--- src/common/scc_pkg.sv ---
// package for the completion status coder: codes, events, states
package scc_pkg;
    localparam logic [3:0] GRP_DONE = 4'h1;
    localparam logic [3:0] GRP_PAUSE = 4'h2;
    localparam logic [3:0] Q_RESEL_OK = 4'h0;
    localparam logic [3:0] Q_SEL_OK = 4'h1;
    localparam logic [3:0] Q_XFER_NOATN = 4'h3;
    localparam logic [3:0] Q_XFER_ATN = 4'h4;
    localparam logic [3:0] Q_XLATE_OK = 4'h5;
    localparam logic [3:0] Q_SELXFER_OK = 4'h6;
    localparam logic [3:0] Q_MSGIN_PAUSE = 4'h0;
    localparam logic [3:0] Q_SAVE_PTR = 4'h1;
    localparam logic [3:0] Q_SEL_ABORT = 4'h2;
    localparam logic [3:0] Q_HALT_NOATN = 4'h3;
    localparam logic [3:0] Q_HALT_ATN = 4'h4;
    localparam logic [3:0] Q_RESEL_MISMATCH = 4'h7;
    localparam int PHASE_BIT = 3;
    localparam logic [7:0] STATUS_RST = 8'h00;
    localparam logic [2:0] ID_RST = 3'h0;
    localparam logic [2:0] LUN_RST = 3'h0;

    typedef enum logic [3:0] {
        EV_NONE = 4'h0,
        EV_RESEL_OK = 4'h1,
        EV_SEL_OK = 4'h2,
        EV_XFER_OK = 4'h3,
        EV_XLATE_OK = 4'h4,
        EV_SELXFER_OK = 4'h5,
        EV_TRANSFER_OK = 4'h6,
        EV_MSGIN_PAUSE = 4'h7,
        EV_SAVE_PTR = 4'h8,
        EV_SEL_ABORT = 4'h9,
        EV_HALT = 4'hA,
        EV_RESEL_CHECK = 4'hB,
        EV_TRANSFER_ABORT = 4'hC
    } scc_event_e;

    typedef enum logic [1:0] {
        ST_DISCONNECTED = 2'b00,
        ST_TARGET = 2'b01,
        ST_INITIATOR = 2'b10
    } scc_conn_e;
endpackage

--- src/common/scc_code_if.sv ---
// carries an event to the encoder and the resulting code back
`timescale 1ns/100ps
`default_nettype none
interface scc_code_if;
    import scc_pkg::*;
    scc_event_e ev;
    logic atn;
    logic [2:0] phase;
    logic id_match;
    logic lun_match;
    logic valid;
    logic [7:0] code;
    modport enc (input ev, atn, phase, id_match, lun_match, output valid, code);
    modport top (output ev, atn, phase, id_match, lun_match, input valid, code);
endinterface
`default_nettype wire

--- src/scc_encoder.sv ---
// maps a completion or pause event to its status code
`timescale 1ns/100ps
`default_nettype none
module scc_encoder
    import scc_pkg::*;
(
    scc_code_if.enc cif
);
    function automatic logic [7:0] mk(input logic [3:0] grp, input logic [3:0] q);
        mk = {grp, q};
    endfunction

    always_comb begin
        cif.valid = 1'b1;
        cif.code = STATUS_RST;
        case (cif.ev)
            // [RQ1] reselect done
            EV_RESEL_OK: cif.code = mk(GRP_DONE, Q_RESEL_OK);
            // [RQ2] select done
            EV_SEL_OK: cif.code = mk(GRP_DONE, Q_SEL_OK);
            // [RQ3] atn picks code
            EV_XFER_OK: cif.code = mk(GRP_DONE, cif.atn ? Q_XFER_ATN : Q_XFER_NOATN);
            // [RQ4] translate done
            EV_XLATE_OK: cif.code = mk(GRP_DONE, Q_XLATE_OK);
            // [RQ5] select and transfer
            EV_SELXFER_OK: cif.code = mk(GRP_DONE, Q_SELXFER_OK);
            // [RQ6] [RQ17] phase appended
            EV_TRANSFER_OK: cif.code = mk(GRP_DONE, {1'b1, cif.phase});
            // [RQ8] message in pause
            EV_MSGIN_PAUSE: cif.code = mk(GRP_PAUSE, Q_MSGIN_PAUSE);
            // [RQ9] save pointer pause
            EV_SAVE_PTR: cif.code = mk(GRP_PAUSE, Q_SAVE_PTR);
            // [RQ11] select aborted
            EV_SEL_ABORT: cif.code = mk(GRP_PAUSE, Q_SEL_ABORT);
            // [RQ12] halt with atn
            EV_HALT: cif.code = mk(GRP_PAUSE, cif.atn ? Q_HALT_ATN : Q_HALT_NOATN);
            // [RQ13] mismatch only
            EV_RESEL_CHECK: begin
                cif.valid = !(cif.id_match && cif.lun_match);
                cif.code = mk(GRP_PAUSE, Q_RESEL_MISMATCH);
            end
            // [RQ16] aborted transfer
            EV_TRANSFER_ABORT: cif.code = mk(GRP_PAUSE, {1'b1, cif.phase});
            // [RQ7] reserved never produced
            default: cif.valid = 1'b0;
        endcase
    end
endmodule
`default_nettype wire

--- src/scc_status_coder.sv ---
// completion and pause status register with host interrupt request
// Notes on behaviour
// [RQ1] successful reselect reports 0x10 and becomes connected as target
// [RQ2] successful select reports 0x11 and becomes connected as initiator
// [RQ3] transfer-type command completion reports 0x13 without attention, 0x14 with
// [RQ4] translate address completion reports 0x15
// [RQ5] select-and-transfer completion reports 0x16
// [RQ6] transfer completion outside message-in reports 0x18 plus phase code
// [RQ7] reserved codes 0x12, 0x17, 0x25, 0x26 are never produced
// [RQ8] message-in pause keeps acknowledge asserted and reports 0x20
// [RQ9] save-data-pointer during select-and-transfer reports 0x21
// [RQ10] host should record its buffer pointer on 0x21 before resuming
// [RQ11] aborted select or reselect reports 0x22
// [RQ12] halted receive or send reports 0x23, or 0x24 with attention
// [RQ13] advanced mode reselect id or lun mismatch reports 0x27
// [RQ14] mismatch pause leaves acknowledge asserted
// [RQ15] mismatch pause stores peer id and logical unit
// [RQ16] aborted transfer reports 0x28 plus phase code
// [RQ17] phase code is message, control/data, input/output lines
// [RQ18] upper nibble is group, lower nibble qualifies
// [RQ19] status holds while request raised until read or reset
// [RQ20] request rises with latch and drops on status read
`timescale 1ns/100ps
`default_nettype none
module scc_status_coder
    import scc_pkg::*;
(
    input wire logic CLK_SYS,
    input wire logic RST_N,
    input wire logic [3:0] EVENT_CODE,
    input wire logic ATN,
    input wire logic MSG,
    input wire logic CD,
    input wire logic IO,
    input wire logic ADVANCED_MODE,
    input wire logic RESELECT_IDENTITY_CHECK_DISABLE,
    input wire logic [2:0] SELECTION_TARGET_REGISTER,
    input wire logic [2:0] LUN_PROGRAMMED,
    input wire logic [2:0] RESEL_ID,
    input wire logic [2:0] RESEL_LUN,
    input wire logic STATUS_READ,
    output logic [7:0] STATUS,
    output logic HOST_INTERRUPT_REQUEST,
    output logic ACK_HOLD,
    output logic [1:0] CONN_STATE,
    output logic [2:0] PEER_IDENTITY_REGISTER,
    output logic [2:0] LOGICAL_UNIT_REGISTER
);
    scc_code_if cif();

    // bus lines are asynchronous to CLK_SYS
    logic [3:0] bus_s1_r;
    logic [3:0] bus_s2_r;
    logic [3:0] bus_s1_nxt;
    logic [3:0] bus_s2_nxt;
    logic [2:0] bus_phase_code;
    logic bus_atn;

    logic [7:0] status_r;
    logic [7:0] status_nxt;
    logic irq_r;
    logic irq_nxt;
    logic ack_r;
    logic ack_nxt;
    scc_conn_e conn_r;
    scc_conn_e conn_nxt;
    logic [2:0] peer_r;
    logic [2:0] peer_nxt;
    logic [2:0] lun_r;
    logic [2:0] lun_nxt;
    logic check_on;
    logic new_code;

    always_comb begin
        bus_s1_nxt = {ATN, MSG, CD, IO};
        bus_s2_nxt = bus_s1_r;
    end

    always_ff @(posedge CLK_SYS) begin
        if (!RST_N) begin
            bus_s1_r <= 4'h0;
            bus_s2_r <= 4'h0;
        end else begin
            bus_s1_r <= bus_s1_nxt;
            bus_s2_r <= bus_s2_nxt;
        end
    end

    // [RQ17] phase from msg, c/d, i/o
    assign bus_phase_code = bus_s2_r[2:0];
    assign bus_atn = bus_s2_r[3];

    // identity check applies only in advanced mode with the check enabled
    assign check_on = ADVANCED_MODE && !RESELECT_IDENTITY_CHECK_DISABLE;

    always_comb begin
        cif.ev = scc_event_e'(EVENT_CODE);
        if (cif.ev == EV_RESEL_CHECK && !check_on) begin
            cif.ev = EV_NONE;
        end
        cif.atn = bus_atn;
        cif.phase = bus_phase_code;
        // [RQ13] compare against programmed values
        cif.id_match = (RESEL_ID == SELECTION_TARGET_REGISTER);
        cif.lun_match = (RESEL_LUN == LUN_PROGRAMMED);
    end

    scc_encoder u_enc (
        .cif(cif.enc)
    );

    // [RQ19] blocked while request pending
    assign new_code = cif.valid && !irq_r;

    always_comb begin
        status_nxt = status_r;
        irq_nxt = irq_r;
        ack_nxt = ack_r;
        conn_nxt = conn_r;
        peer_nxt = peer_r;
        lun_nxt = lun_r;
        // [RQ20] read drops request
        if (STATUS_READ) begin
            irq_nxt = 1'b0;
            ack_nxt = 1'b0;
        end
        if (new_code) begin
            // [RQ18] group and qualifier latched
            status_nxt = cif.code;
            // [RQ20] request raised with latch
            irq_nxt = 1'b1;
            case (cif.ev)
                // [RQ1] connected as target
                EV_RESEL_OK: conn_nxt = ST_TARGET;
                // [RQ2] connected as initiator
                EV_SEL_OK: conn_nxt = ST_INITIATOR;
                // [RQ8] hold acknowledge
                EV_MSGIN_PAUSE: ack_nxt = 1'b1;
                EV_RESEL_CHECK: begin
                    // [RQ14] hold acknowledge
                    ack_nxt = 1'b1;
                    // [RQ15] capture reselecting peer
                    peer_nxt = RESEL_ID;
                    lun_nxt = RESEL_LUN;
                    conn_nxt = ST_INITIATOR;
                end
                EV_SEL_ABORT: conn_nxt = ST_DISCONNECTED;
                default: ;
            endcase
        end
    end

    always_ff @(posedge CLK_SYS) begin
        if (!RST_N) begin
            status_r <= STATUS_RST;
            irq_r <= 1'b0;
            ack_r <= 1'b0;
            conn_r <= ST_DISCONNECTED;
            peer_r <= ID_RST;
            lun_r <= LUN_RST;
        end else begin
            status_r <= status_nxt;
            irq_r <= irq_nxt;
            ack_r <= ack_nxt;
            conn_r <= conn_nxt;
            peer_r <= peer_nxt;
            lun_r <= lun_nxt;
        end
    end

    assign STATUS = status_r;
    assign HOST_INTERRUPT_REQUEST = irq_r;
    assign ACK_HOLD = ack_r;
    assign CONN_STATE = conn_r;
    assign PEER_IDENTITY_REGISTER = peer_r;
    assign LOGICAL_UNIT_REGISTER = lun_r;

    a_status_held: assert property (@(posedge CLK_SYS) disable iff (!RST_N)
        irq_r && !STATUS_READ |=> $stable(status_r)) // [RQ19]
        else $error("status changed while request pending");

    a_irq_with_code: assert property (@(posedge CLK_SYS) disable iff (!RST_N)
        cif.valid && !irq_r |=> irq_r && status_r == $past(cif.code)) // [RQ20]
        else $error("request not raised with new code");

    a_irq_drop_read: assert property (@(posedge CLK_SYS) disable iff (!RST_N)
        irq_r && STATUS_READ |=> !irq_r) // [RQ20]
        else $error("request not dropped on read");

    a_no_reserved: assert property (@(posedge CLK_SYS) disable iff (!RST_N)
        status_r != 8'h12 && status_r != 8'h17 && status_r != 8'h25 && status_r != 8'h26) // [RQ7]
        else $error("reserved code produced");

    a_group_legal: assert property (@(posedge CLK_SYS) disable iff (!RST_N)
        irq_r |-> status_r[7:4] == GRP_DONE || status_r[7:4] == GRP_PAUSE) // [RQ18]
        else $error("bad status group");

    // attention is judged as the synchronised line stood at the taking edge
    a_xfer_atn_code: assert property (@(posedge CLK_SYS) disable iff (!RST_N) // [RQ3]
        !irq_r && cif.ev == EV_XFER_OK |=> status_r == ($past(bus_atn) ? 8'h14 : 8'h13))
        else $error("transfer completion code wrong");

    a_phase_done: assert property (@(posedge CLK_SYS) disable iff (!RST_N)
        !irq_r && cif.ev == EV_TRANSFER_OK |=> status_r == {5'b0001_1, $past(bus_phase_code)}) // [RQ6]
        else $error("transfer phase code wrong");

    a_phase_abort: assert property (@(posedge CLK_SYS) disable iff (!RST_N)
        !irq_r && cif.ev == EV_TRANSFER_ABORT |=> status_r == {5'b0010_1, $past(bus_phase_code)}) // [RQ16]
        else $error("abort phase code wrong");

    a_mismatch_capture: assert property (@(posedge CLK_SYS) disable iff (!RST_N)
        !irq_r && cif.ev == EV_RESEL_CHECK && cif.valid |=> ack_r && peer_r == $past(RESEL_ID)
        && lun_r == $past(RESEL_LUN) && status_r == 8'h27) // [RQ15]
        else $error("mismatch pause capture wrong");

    a_resel_target: assert property (@(posedge CLK_SYS) disable iff (!RST_N)
        !irq_r && cif.ev == EV_RESEL_OK |=> status_r == 8'h10 && conn_r == ST_TARGET) // [RQ1]
        else $error("reselect completion wrong");

    a_sel_init: assert property (@(posedge CLK_SYS) disable iff (!RST_N)
        !irq_r && cif.ev == EV_SEL_OK |=> status_r == 8'h11 && conn_r == ST_INITIATOR) // [RQ2]
        else $error("select completion wrong");

    a_msgin_ack: assert property (@(posedge CLK_SYS) disable iff (!RST_N)
        !irq_r && cif.ev == EV_MSGIN_PAUSE |=> ack_r && status_r == 8'h20) // [RQ8]
        else $error("message in pause wrong");

    a_xlate_code: assert property (@(posedge CLK_SYS) disable iff (!RST_N) // [RQ4]
        !irq_r && cif.ev == EV_XLATE_OK |=> status_r == 8'h15)
        else $error("translate completion wrong");

    a_selxfer_code: assert property (@(posedge CLK_SYS) disable iff (!RST_N) // [RQ5]
        !irq_r && cif.ev == EV_SELXFER_OK |=> status_r == 8'h16)
        else $error("select and transfer completion wrong");

    a_save_ptr_code: assert property (@(posedge CLK_SYS) disable iff (!RST_N) // [RQ9]
        !irq_r && cif.ev == EV_SAVE_PTR |=> status_r == 8'h21)
        else $error("save pointer pause wrong");

    a_sel_abort_code: assert property (@(posedge CLK_SYS) disable iff (!RST_N) // [RQ11]
        !irq_r && cif.ev == EV_SEL_ABORT |=> status_r == 8'h22 && conn_r == ST_DISCONNECTED)
        else $error("select abort code wrong");

    a_halt_code: assert property (@(posedge CLK_SYS) disable iff (!RST_N) // [RQ12]
        !irq_r && cif.ev == EV_HALT |=> status_r == ($past(bus_atn) ? 8'h24 : 8'h23))
        else $error("halt code wrong");

    // the raw event is watched, so a broken mode gate cannot hide behind cif.ev
    a_check_off: assert property (@(posedge CLK_SYS) disable iff (!RST_N) // [RQ13]
        !irq_r && EVENT_CODE == 4'hB && !check_on |=> !irq_r)
        else $error("identity check raised request while off");
endmodule
`default_nettype wire

--- config.mk ---
export PLATFORM = sky130hd
export DESIGN_NAME = scc_status_coder
export DESIGN_NICKNAME = d
export VERILOG_FILES = /design/src/common/scc_pkg.sv /design/src/common/scc_code_if.sv /design/src/scc_encoder.sv /design/src/scc_status_coder.sv
export SDC_FILE = /design/constraint.sdc
export NUM_CORES = 1
export LEC_CHECK = 0
export BUFFER_PORTS_ARGS = -buffer_cell sky130_fd_sc_hd__buf_2
export CAP_MARGIN = 20
export CORE_MARGIN = 3
export CORE_UTILIZATION = 30
export CTS_BUF_LIST = sky130_fd_sc_hd__clkbuf_8
export DETAILED_ROUTE_END_ITERATION = 10
export PLACE_DENSITY = 0.54
export SLEW_MARGIN = 20
export SYNTH_ARGS = -nofsm -noshare
export SYNTH_HDL_FRONTEND = slang
export SYNTH_SLANG_ARGS = --single-unit
--- constraint.sdc ---
create_clock -name CLK_SYS -period 1.9 [get_ports CLK_SYS]
set_input_delay 0.38 -clock CLK_SYS [delete_from_list [all_inputs] [get_ports CLK_SYS]]
set_output_delay 0.38 -clock CLK_SYS [all_outputs]
set_load 0.01 [all_outputs]
==> summary.json, run 1 <==
{
  "number_of_global_route_vias_before_repair": 1203,
  "post-route-period-util": 0.846,
  "first_pass_drt_iterations": 4,
  "post-route-drc-count": 0,
  "floorplan.die.width_um": 71.2,
  "path_max_fanout": 9,
  "ys_types": 42,
  "tritoncts_num_sinks": 24,
  "fin_hold_ws_ns": 0.322,
  "yosysSeqAreaShare": 0.377,
  "grt_antenna_before_repair": 0,
  "count_of_state_elements_after_synthesis": 24,
  "kind_of_end_point_of_the_critical_path": "flop",
  "start_kind": "input pin",
  "finalWeightedCongestion": 0.794,
  "routed_wire_length_per_instance_um": 12.8,
  "peakVddDrop_mv": 0.448,
  "grt_first_pass_wirelength_um": 5260,
  "hold_path_startpoint": "IO",
  "cts_htree_levels": 1,
  "drt-vias-per-instance": 4.99,
  "tritoncts.num_buffers": 3,
  "placed_cell_area_um2": 1540,
  "timing.critical_path.required_ns": 2.06,
  "max-cap-violations": 0,
  "i_o_buffers": 40,
  "p_leak_nw": 0.723,
  "postCtsHoldBufs": 0,
  "dpl_hpwl_um": 2360,
  "layout_nets": 211,
  "floorplan.core_area_um2": 4060,
  "die-area_um2": 5060,
  "crit_start": "RESEL_ID[0]",
  "drive_above_1_share": 0.330,
  "highest_attainable_clock_frequency_mhz": 622,
  "grt_util_all_layers": 0.126,
  "worstReg2RegStart": "HOST_INTERRUPT_REQUEST",
  "dr.first_iter.drc_count": 35,
  "most_common_cell_after_layout_fill_and_taps_aside": "sky130_fd_sc_hd__buf_2",
  "ant_nets": 0,
  "worst-endpoint-arrival_ns": 1.77,
  "final.setup.worst_slack_ns": 0.293,
  "timing.final.hold_violations": 0,
  "post_cts_resized": 0,
  "critical_path_class": "input pin to flop",
  "areaGrowthSynthToFinish_pct": 25.5,
  "clkLatencyLatePin_ns": 0.26,
  "stdcell_area_um2": 1600,
  "antenna-diode-count": 0,
  "yosys_warnings": 0,
  "fill_cells": 423,
  "setup_viol": 0,
  "die_y_um": 71.2,
  "route.final.wire_length_um": 3010,
  "period_minus_slack_ns": 1.61,
  "final.setup_skew_ns": 0.00425,
  "final_cell_mix": "40 x sky130_fd_sc_hd__buf_2, 24 x sky130_fd_sc_hd__dfxtp_1, 13 x sky130_fd_sc_hd__nor2_1, 10 x sky130_fd_sc_hd__buf_4",
  "fin_setup_tns_ns": 0,
  "status": "finished, final reports clean",
  "synth.avg_cell_area_um2": 9.03,
  "power.density_cell_area_nw_per_um2": 684,
  "total_number_of_vias": 1172,
  "postCtsSetupRepairBufs": 0,
  "syn-instance-count": 141,
  "post_synth_instance_area_um2": 1270,
  "initial_utilization": 0.314,
  "place_worst_setup_slack_ns": 0.0246,
  "grt_start_max_net_pins": 22,
  "clk_pin_slew_worst_paths_ns": 0.08,
  "grt_setup_unrepaired": "no",
  "min-delay-path-class": "input pin to flop",
  "floorplan.io_pins": 43,
  "clock_tree.root_cell": "sky130_fd_sc_hd__clkbuf_8",
  "num_rows": 23,
  "tritoncts": "built",
  "total_global_routing_overflow": 0,
  "timing.final.max_slew_violations": 0,
  "cts_max_path_buffers": 2,
  "final_core_util": 0.394
}
[final cells by class]
cell class              count  area [um^2]  area share
multi-input cells         102          691       0.432
flip-flops and latches     24          480       0.300
repair buffers             51          295       0.185
well taps                  50         62.6      0.0391
clock buffers               4         55.1      0.0344
inverters                   4         15.0     0.00939
[final timing paths]
path / end / slack [ns] / cells after the start
hold reg to reg: bus_s2_r[1] / 0.43 / 1
setup / recovery: STATUS[5] / 0.29 / 6
hold / removal: bus_s1_r[0] / 0.32 / 2
setup reg to reg: PEER_IDENTITY_REGISTER[0] / 0.55 / 4
[critical path: stages]
cell,delay [ns]
sky130_fd_sc_hd__buf_2,0.11
sky130_fd_sc_hd__xnor2_1,0.17
sky130_fd_sc_hd__a2111oi_4,0.37
sky130_fd_sc_hd__a211oi_2,0.09
sky130_fd_sc_hd__or2_1,0.37
sky130_fd_sc_hd__a31o_1,0.28
[stage by stage]
stage	instances	power (mW)
floorplan	142	0.701
global placement	231	0.769
detailed placement	231	0.773
CTS	235	1.11
global route	235	1.16
finish	235	1.09
[logic make-up (layout without fill, tap and decap cells)]
logic type      count (synthesis)  in the layout  synth area share
xor+xnor                        8              8            0.0550
fa+ha+maj                       1              1           0.00786
mux                             8              8            0.0629
simple gates                   50             50             0.204
flops                          24             24             0.377
buf+inv                        16             59            0.0835
compound gates                 33             33             0.206
other cells                     1              2           0.00294
[cells in the mapped netlist, drive strengths merged]
| library cell | n | area, um^2 |
|---|---|---|
| dfxtp | 24 | 480 |
| nor2 | 13 | 48.8 |
| and2 | 8 | 50.1 |
| buf | 8 | 71.3 |
| mux2i | 8 | 80.1 |
| nand2 | 8 | 30.0 |
| a21oi | 7 | 35.0 |
| o21ai | 7 | 38.8 |
| xnor2 | 6 | 52.6 |
| inv | 4 | 15.0 |
| nand2b | 4 | 25.0 |
| nor3 | 4 | 25.0 |
| nor4 | 4 | 25.0 |
| a31oi | 3 | 18.8 |
| clkbuf | 3 | 11.3 |
| nand4 | 3 | 18.8 |
| a2111oi | 2 | 36.3 |
| a211oi | 2 | 25.0 |
| nand3 | 2 | 10.0 |
| nand3b | 2 | 15.0 |
| o211ai | 2 | 15.0 |
| o22ai | 2 | 12.5 |
| o31ai | 2 | 28.8 |
| xor2 | 2 | 17.5 |
| a221o | 1 | 10.0 |
| a22oi | 1 | 7.51 |
| a2bb2oi | 1 | 8.76 |
| a31o | 1 | 8.76 |
| conb | 1 | 3.75 |
| dlygate4sd1 | 1 | 8.76 |
| maj3 | 1 | 10.0 |
| o2111ai | 1 | 8.76 |
| o311ai | 1 | 8.76 |
| or2 | 1 | 6.26 |
| or3 | 1 | 6.26 |
[layer usage]
layer	track usage	wire, um	vias up	part of all wire
li1	-	-	586	-
met1	0.144	1230	543	0.41
met2	0.226	1540	39	0.51
met3	0.0398	200	4	0.067
met4	0.0313	37	0	0.012
met5	0	0	-	0
[sequential cells by signal (all words and copies together) (netlist names)]
signal	cells
STATUS	6
bus_s1_r	4
bus_s2_r	4
LOGICAL_UNIT_REGISTER	3
PEER_IDENTITY_REGISTER	3
CONN_STATE	2
ACK_HOLD	1
HOST_INTERRUPT_REQUEST	1
[power breakdown]
part           switching [mW]  total (mW)  internal [mW]  leakage [nW]
combinational           0.123       0.222         0.0986         0.497
sequential             0.0120       0.539          0.527         0.197
clock                   0.149       0.334          0.185        0.0288
Note: power is estimated with default switching activity, not from simulation.
==> run 2, diff against run 1 <==
PLACE_DENSITY = 0.56   (was 0.54)
clock period = 1.3 ns   (was 1.9 ns; I/O delays follow)
==> summary.json, run 2 (synthesis gave the netlist of run 1 again) <==
{
  "status": "complete, but fails checks",
  "failed_checks": "setup timing",
  "routed_wire_length_per_instance_um": 12.4,
  "grt_antenna_before_repair": 0,
  "timing.critical_path.required_ns": 1.45,
  "peakVddDrop_mv": 0.720,
  "max-cap-violations": 0,
  "post-route-drc-count": 0,
  "finalWeightedCongestion": 0.834,
  "timing.final.max_slew_violations": 0,
  "drt-vias-per-instance": 4.92,
  "cts_htree_levels": 1,
  "layout_nets": 225,
  "floorplan.io_pins": 43,
  "areaGrowthSynthToFinish_pct": 45.0,
  "final_cell_mix": "35 x sky130_fd_sc_hd__buf_2, 22 x sky130_fd_sc_hd__dfxtp_1, 22 x sky130_fd_sc_hd__buf_4, 13 x sky130_fd_sc_hd__nor2_1",
  "number_of_global_route_vias_before_repair": 1235,
  "grt_util_all_layers": 0.128,
  "grt_first_pass_wirelength_um": 5350,
  "path_max_fanout": 6,
  "dr.first_iter.drc_count": 41,
  "grt_setup_unrepaired": "yes",
  "final.setup_skew_ns": 0.00849,
  "largest_reg_flops": 6,
  "final_core_util": 0.455,
  "p_leak_nw": 0.838,
  "fin_hold_ws_ns": 0.201,
  "route.final.wire_length_um": 3090,
  "post-route-period-util": 1.08,
  "ant_nets": 0,
  "highest_attainable_clock_frequency_mhz": 715,
  "kind_of_end_point_of_the_critical_path": "flop",
  "initial_utilization": 0.314,
  "antenna-diode-count": 0,
  "clock_tree.root_cell": "sky130_fd_sc_hd__clkbuf_8",
  "power.density_cell_area_nw_per_um2": 992,
  "most_common_cell_after_layout_fill_and_taps_aside": "sky130_fd_sc_hd__buf_2",
  "tritoncts": "built",
  "total_global_routing_overflow": 0,
  "final.setup.worst_slack_ns": -0.0987,
  "cts_max_path_buffers": 2,
  "tritoncts_num_sinks": 24,
  "start_kind": "input pin",
  "die_y_um": 71.2,
  "drive_above_1_share": 0.437,
  "min-delay-path-class": "input pin to flop",
  "floorplan.die.width_um": 71.2,
  "die-area_um2": 5060,
  "worst-endpoint-arrival_ns": 1.55,
  "setup_viol": 7,
  "num_rows": 23,
  "floorplan.core_area_um2": 4060,
  "clk_pin_slew_worst_paths_ns": 0.09,
  "dpl_hpwl_um": 2410,
  "i_o_buffers": 40,
  "critical_path_class": "input pin to flop",
  "period_minus_slack_ns": 1.40,
  "total_number_of_vias": 1225,
  "tritoncts.num_buffers": 3,
  "first_pass_drt_iterations": 4,
  "grt_start_max_net_pins": 20,
  "timing.final.hold_violations": 0,
  "clkLatencyLatePin_ns": 0.27
}
## run 2: changes by cell type in the layout (fill, tap and decap cells not counted), sizes merged
cell	before	now
bufinv	0	1
buf	51	65
clkbuf	4	3
## run 2: report_power, final
part,internal [mW],leakage [nW],switching [mW]
combinational,0.195,0.605,0.207
clock,0.411,0.0357,0.232
sequential,0.771,0.197,0.0163
## run 2: final timing paths
| kind | slack [ns] | from | endpoint | cells after the start |
|---|---|---|---|---|
| setup / recovery | -0.1 | RESELECT_IDENTITY_CHECK_DISABLE | STATUS[1] | 7 |
| hold / removal | 0.20 | IO | bus_s1_r[0] | 2 |
| setup reg to reg | 0.11 | HOST_INTERRUPT_REQUEST | PEER_IDENTITY_REGISTER[0] | 5 |
| hold reg to reg | 0.44 | bus_s1_r[3] | bus_s2_r[3] | 1 |
## run 2: area by class of cell
type	count	area, um^2
Sequential cell	24	483
Clock buffer	3	41.3
Inverter	4	15.0
Tap cell	50	62.6
Clock inverter	1	30.0
Fill cell	397	2210
Timing Repair Buffer	65	434
Multi-Input combinational cell	102	781
## run 2: worst max-delay path, stage by stage
cell                       delay [ns]
sky130_fd_sc_hd__buf_6           0.09
sky130_fd_sc_hd__nand3b_1        0.27
sky130_fd_sc_hd__nor3_2          0.30
sky130_fd_sc_hd__a211oi_2        0.11
sky130_fd_sc_hd__buf_4           0.17
sky130_fd_sc_hd__o211ai_1        0.24
sky130_fd_sc_hd__o31ai_4         0.10
## run 2: routing by layer
layer,track usage,share of wire,vias up
met4,0.0271,0.0071,0
li1,-,-,616
met1,0.140,0.41,577
met3,0.0369,0.062,2
met2,0.240,0.52,30
met5,0,0,-
## run 2: through the flow
stage / setup slack (ns) / power, mW / cell area [um^2] / cells / TNS [ns]
final: -0.0987 / 1.83 / 1850 / 249 / -0.308
after global routing: -0.130 / 1.93 / 1850 / 249 / -0.893
after CTS: -0.0429 / 1.83 / 1780 / 247 / -0.0781
after detailed placement: -0.449 / 1.16 / 1640 / 243 / -5.76
after global placement: -0.426 / 1.15 / 1640 / 243 / -5.37
after floorplan: -0.284 / 1.03 / 1300 / 142 / -1.98
## run 2: timing repair
item,CTS,global route
setup endpoints to repair,16,16
hold endpoints to repair,0,0
gates resized for setup,15,14
hold buffers,0,0
gates cloned,0,0
pin swaps,6,6
buffers inserted,0,2
==> run 3, diff against run 2 <==
CORE_ASPECT_RATIO = 1.2   (was default)
PLACE_DENSITY = 0.55   (was 0.56)
SYNTH_HIERARCHICAL = 1   (was default)
==> summary.json, run 3 <==
{
  "number_of_global_route_vias_before_repair": 1322,
  "ant_nets": 0,
  "final.setup.worst_slack_ns": -0.353,
  "count_of_state_elements_after_synthesis": 26,
  "timing.critical_path.required_ns": 1.46,
  "total_global_routing_overflow": 0,
  "antenna-diode-count": 0,
  "worst-path-buf-inv": 2,
  "tritoncts": "built",
  "num_rows": 26,
  "dr.first_iter.drc_count": 48,
  "status": "complete, but fails checks",
  "areaGrowthSynthToFinish_pct": 48.4,
  "die-area_um2": 5480,
  "max-cap-violations": 0,
  "yosys_warnings": 6,
  "die_y_um": 80.5,
  "grt_util_all_layers": 0.141,
  "synth_top_family_by_area": "simple AND/OR/NAND/NOR gates",
  "setup_viol": 18,
  "worst_path_dominant_cell_family": "compound AO/OA/AOI/OAI gates",
  "first_pass_drt_iterations": 4,
  "crit_path_top_delay_cell": "sky130_fd_sc_hd__o31a_1",
  "critical_path_class": "input pin to flop",
  "ys_types": 44,
  "clock_tree.root_cell": "sky130_fd_sc_hd__clkbuf_8",
  "tritoncts.num_buffers": 3,
  "most_common_cell_on_crit_path": "sky130_fd_sc_hd__buf_6",
  "highest_attainable_clock_frequency_mhz": 605,
  "grt_start_max_net_pins": 18,
  "synth_compound_gate_area_share": 0.216,
  "postCtsHoldBufs": 0,
  "synth.area.mux_share": 0.00812,
  "most_common_cell_after_layout_fill_and_taps_aside": "sky130_fd_sc_hd__buf_2",
  "yosys_most_used_dff": "sky130_fd_sc_hd__dfxtp_1",
  "dpl_hpwl_um": 2690,
  "grt_first_pass_wirelength_um": 5950,
  "design_power_total_mw": 2.03,
  "start_kind": "input pin",
  "failed_checks": "setup timing",
  "post-route-drc-count": 0,
  "seq_area_um2": 520,
  "finalWeightedCongestion": 0.731,
  "path_max_fanout": 6,
  "drive_above_1_share": 0.444,
  "synth.avg_cell_area_um2": 8.41,
  "cts_max_path_buffers": 2,
  "yosys-top-cells-count": "26 x sky130_fd_sc_hd__dfxtp_1, 22 x sky130_fd_sc_hd__a21oi_1, 20 x sky130_fd_sc_hd__nand2_1, 8 x sky130_fd_sc_hd__and2_1",
  "tritoncts_num_sinks": 26,
  "syn-instance-count": 165,
  "drt-vias-per-instance": 4.79,
  "crit_path_max_incr_delay_ns": 0.27,
  "largest_reg_flops": 8,
  "period_minus_slack_ns": 1.65,
  "synthDominantCellAreaShare": 0.375,
  "clk_pin_slew_worst_paths_ns": 0.09,
  "clkLatencyLatePin_ns": 0.27,
  "worstPathCellList": "buf_6 > nand2b_4 > nand2_2 > o31a_1 > a31oi_1 > o21ai_1 > a21oi_2 > nand3b_1 > buf_6 > o31ai_4 > a21oi_1",
  "floorplan.core_area_um2": 4360,
  "i_o_buffers": 42,
  "grt_setup_unrepaired": "yes",
  "post-route-period-util": 1.27,
  "route.final.wire_length_um": 3600,
  "cts_htree_levels": 1,
  "synth.most_common_cell": "sky130_fd_sc_hd__dfxtp_1",
  "timing.final.hold_violations": 0,
  "synth-xor-area-share": 0.0442,
  "reg2reg_setup_slack_ns": 0.07,
  "min-delay-path-class": "input pin to flop",
  "grt_antenna_before_repair": 0,
  "multiInputGateArea_um2": 846,
  "layout_nets": 260,
  "final.setup_skew_ns": 0.00111,
  "worst-endpoint-arrival_ns": 1.81,
  "fraction_of_registers_with_async_set_or_reset_after_synthesis": 0,
  "synthDominantAreaCellType": "sky130_fd_sc_hd__dfxtp_1",
  "peakVddDrop_mv": 0.706,
  "synth_edf_count": 0,
  "yosysSeqAreaShare": 0.375,
  "synth_simple_gate_area_share": 0.274,
  "fill_cells": 452,
  "synth-adder-area-share": 0,
  "total_number_of_vias": 1388,
  "timing.final.max_slew_violations": 0,
  "post_synth_instance_area_um2": 1390,
  "initial_utilization": 0.318,
  "final_cell_mix": "40 x sky130_fd_sc_hd__buf_2, 30 x sky130_fd_sc_hd__buf_4, 26 x sky130_fd_sc_hd__dfxtp_1, 21 x sky130_fd_sc_hd__a21oi_1, 19 x sky130_fd_sc_hd__nand2_1",
  "floorplan.die.width_um": 68.1,
  "kind_of_end_point_of_the_critical_path": "flop",
  "routed_wire_length_per_instance_um": 12.4,
  "floorplan.io_pins": 43,
  "post_synth_main_area_contributors": "sky130_fd_sc_hd__dfxtp_1 38%, sky130_fd_sc_hd__a21oi_1 7.9%, sky130_fd_sc_hd__nand2_1 5.4%",
  "p_leak_nw": 0.921,
  "power.density_cell_area_nw_per_um2": 985,
  "fin_hold_ws_ns": 0.185
}
run 3: cell types whose count changed in the layout (fill, tap and decap cells not counted), moves of 5 or more:
cell / before / now
sky130_fd_sc_hd__buf_2: 35 / 40
sky130_fd_sc_hd__nor2_1: 13 / 2
sky130_fd_sc_hd__a21oi_1: 6 / 21
sky130_fd_sc_hd__buf_4: 22 / 30
sky130_fd_sc_hd__xor2_1: 2 / 7
sky130_fd_sc_hd__mux2i_1: 8 / 0
sky130_fd_sc_hd__nand2_1: 8 / 19
run 3: logic make-up (layout without fill, tap and decap cells):
logic type      Yosys count  count (layout)
other cells               1               2
xor+xnor                  7               7
simple gates             64              64
buf+inv                  19              87
compound gates           47              47
flops                    26              26
mux                       1               1
run 3: where the power goes:
part           internal [mW]  switching (mW)  total, mW
Clock                  0.412           0.263      0.675
Sequential             0.836          0.0217      0.857
Combinational          0.255           0.242      0.497
Total                   1.50           0.526       2.03
run 3: path summary, 6_finish.rpt:
| kind | startpoint | to | cells past startpoint |
|---|---|---|---|
| worst max-delay path | RESELECT_IDENTITY_CHECK_DISABLE | LOGICAL_UNIT_REGISTER[2] | 11 |
| worst min-delay path | MSG | bus_s1_r[2] | 2 |
| worst max register to register | HOST_INTERRUPT_REQUEST | LOGICAL_UNIT_REGISTER[2] | 4 |
| worst min register to register | bus_s1_r[3] | bus_s2_r[3] | 1 |
run 3: final cells by class:
class,instances,share of cell area
multi-input combinational,121,0.411
tap,56,0.0340
clock buffer,3,0.0200
inverter,5,0.00911
timing repair buffer,78,0.259
sequential,26,0.253
clock inverter,1,0.0146
run 3: layer usage:
layer  vias up  GRT usage  part of all wire
met5         -          0                 0
met4         0     0.0358            0.0092
met3         5     0.0336             0.054
met2        27      0.233              0.51
met1       638      0.181              0.42
li1        718          -                 -
run 3: through the flow:
step	setup slack [ns]	utilization	TNS, ns	instances	cell area (um^2)
after floorplan	-0.657	-	-10.17	166	1420
after global placement	-0.712	0.425	-11.31	281	1850
after detailed placement	-0.727	0.425	-11.85	281	1850
after CTS	-0.343	0.464	-5.44	289	2020
after global routing	-0.458	0.472	-7.13	290	2060
final	-0.353	0.472	-5.01	290	2060
run 3: repair_timing:
action                                  in CTS  in global routing
endpoints found under the setup margin      18                 18
resized for setup                           17                  4
hold endpoints to repair                     0                  0
pin swaps                                    9                  8
buffers inserted                             4                  1
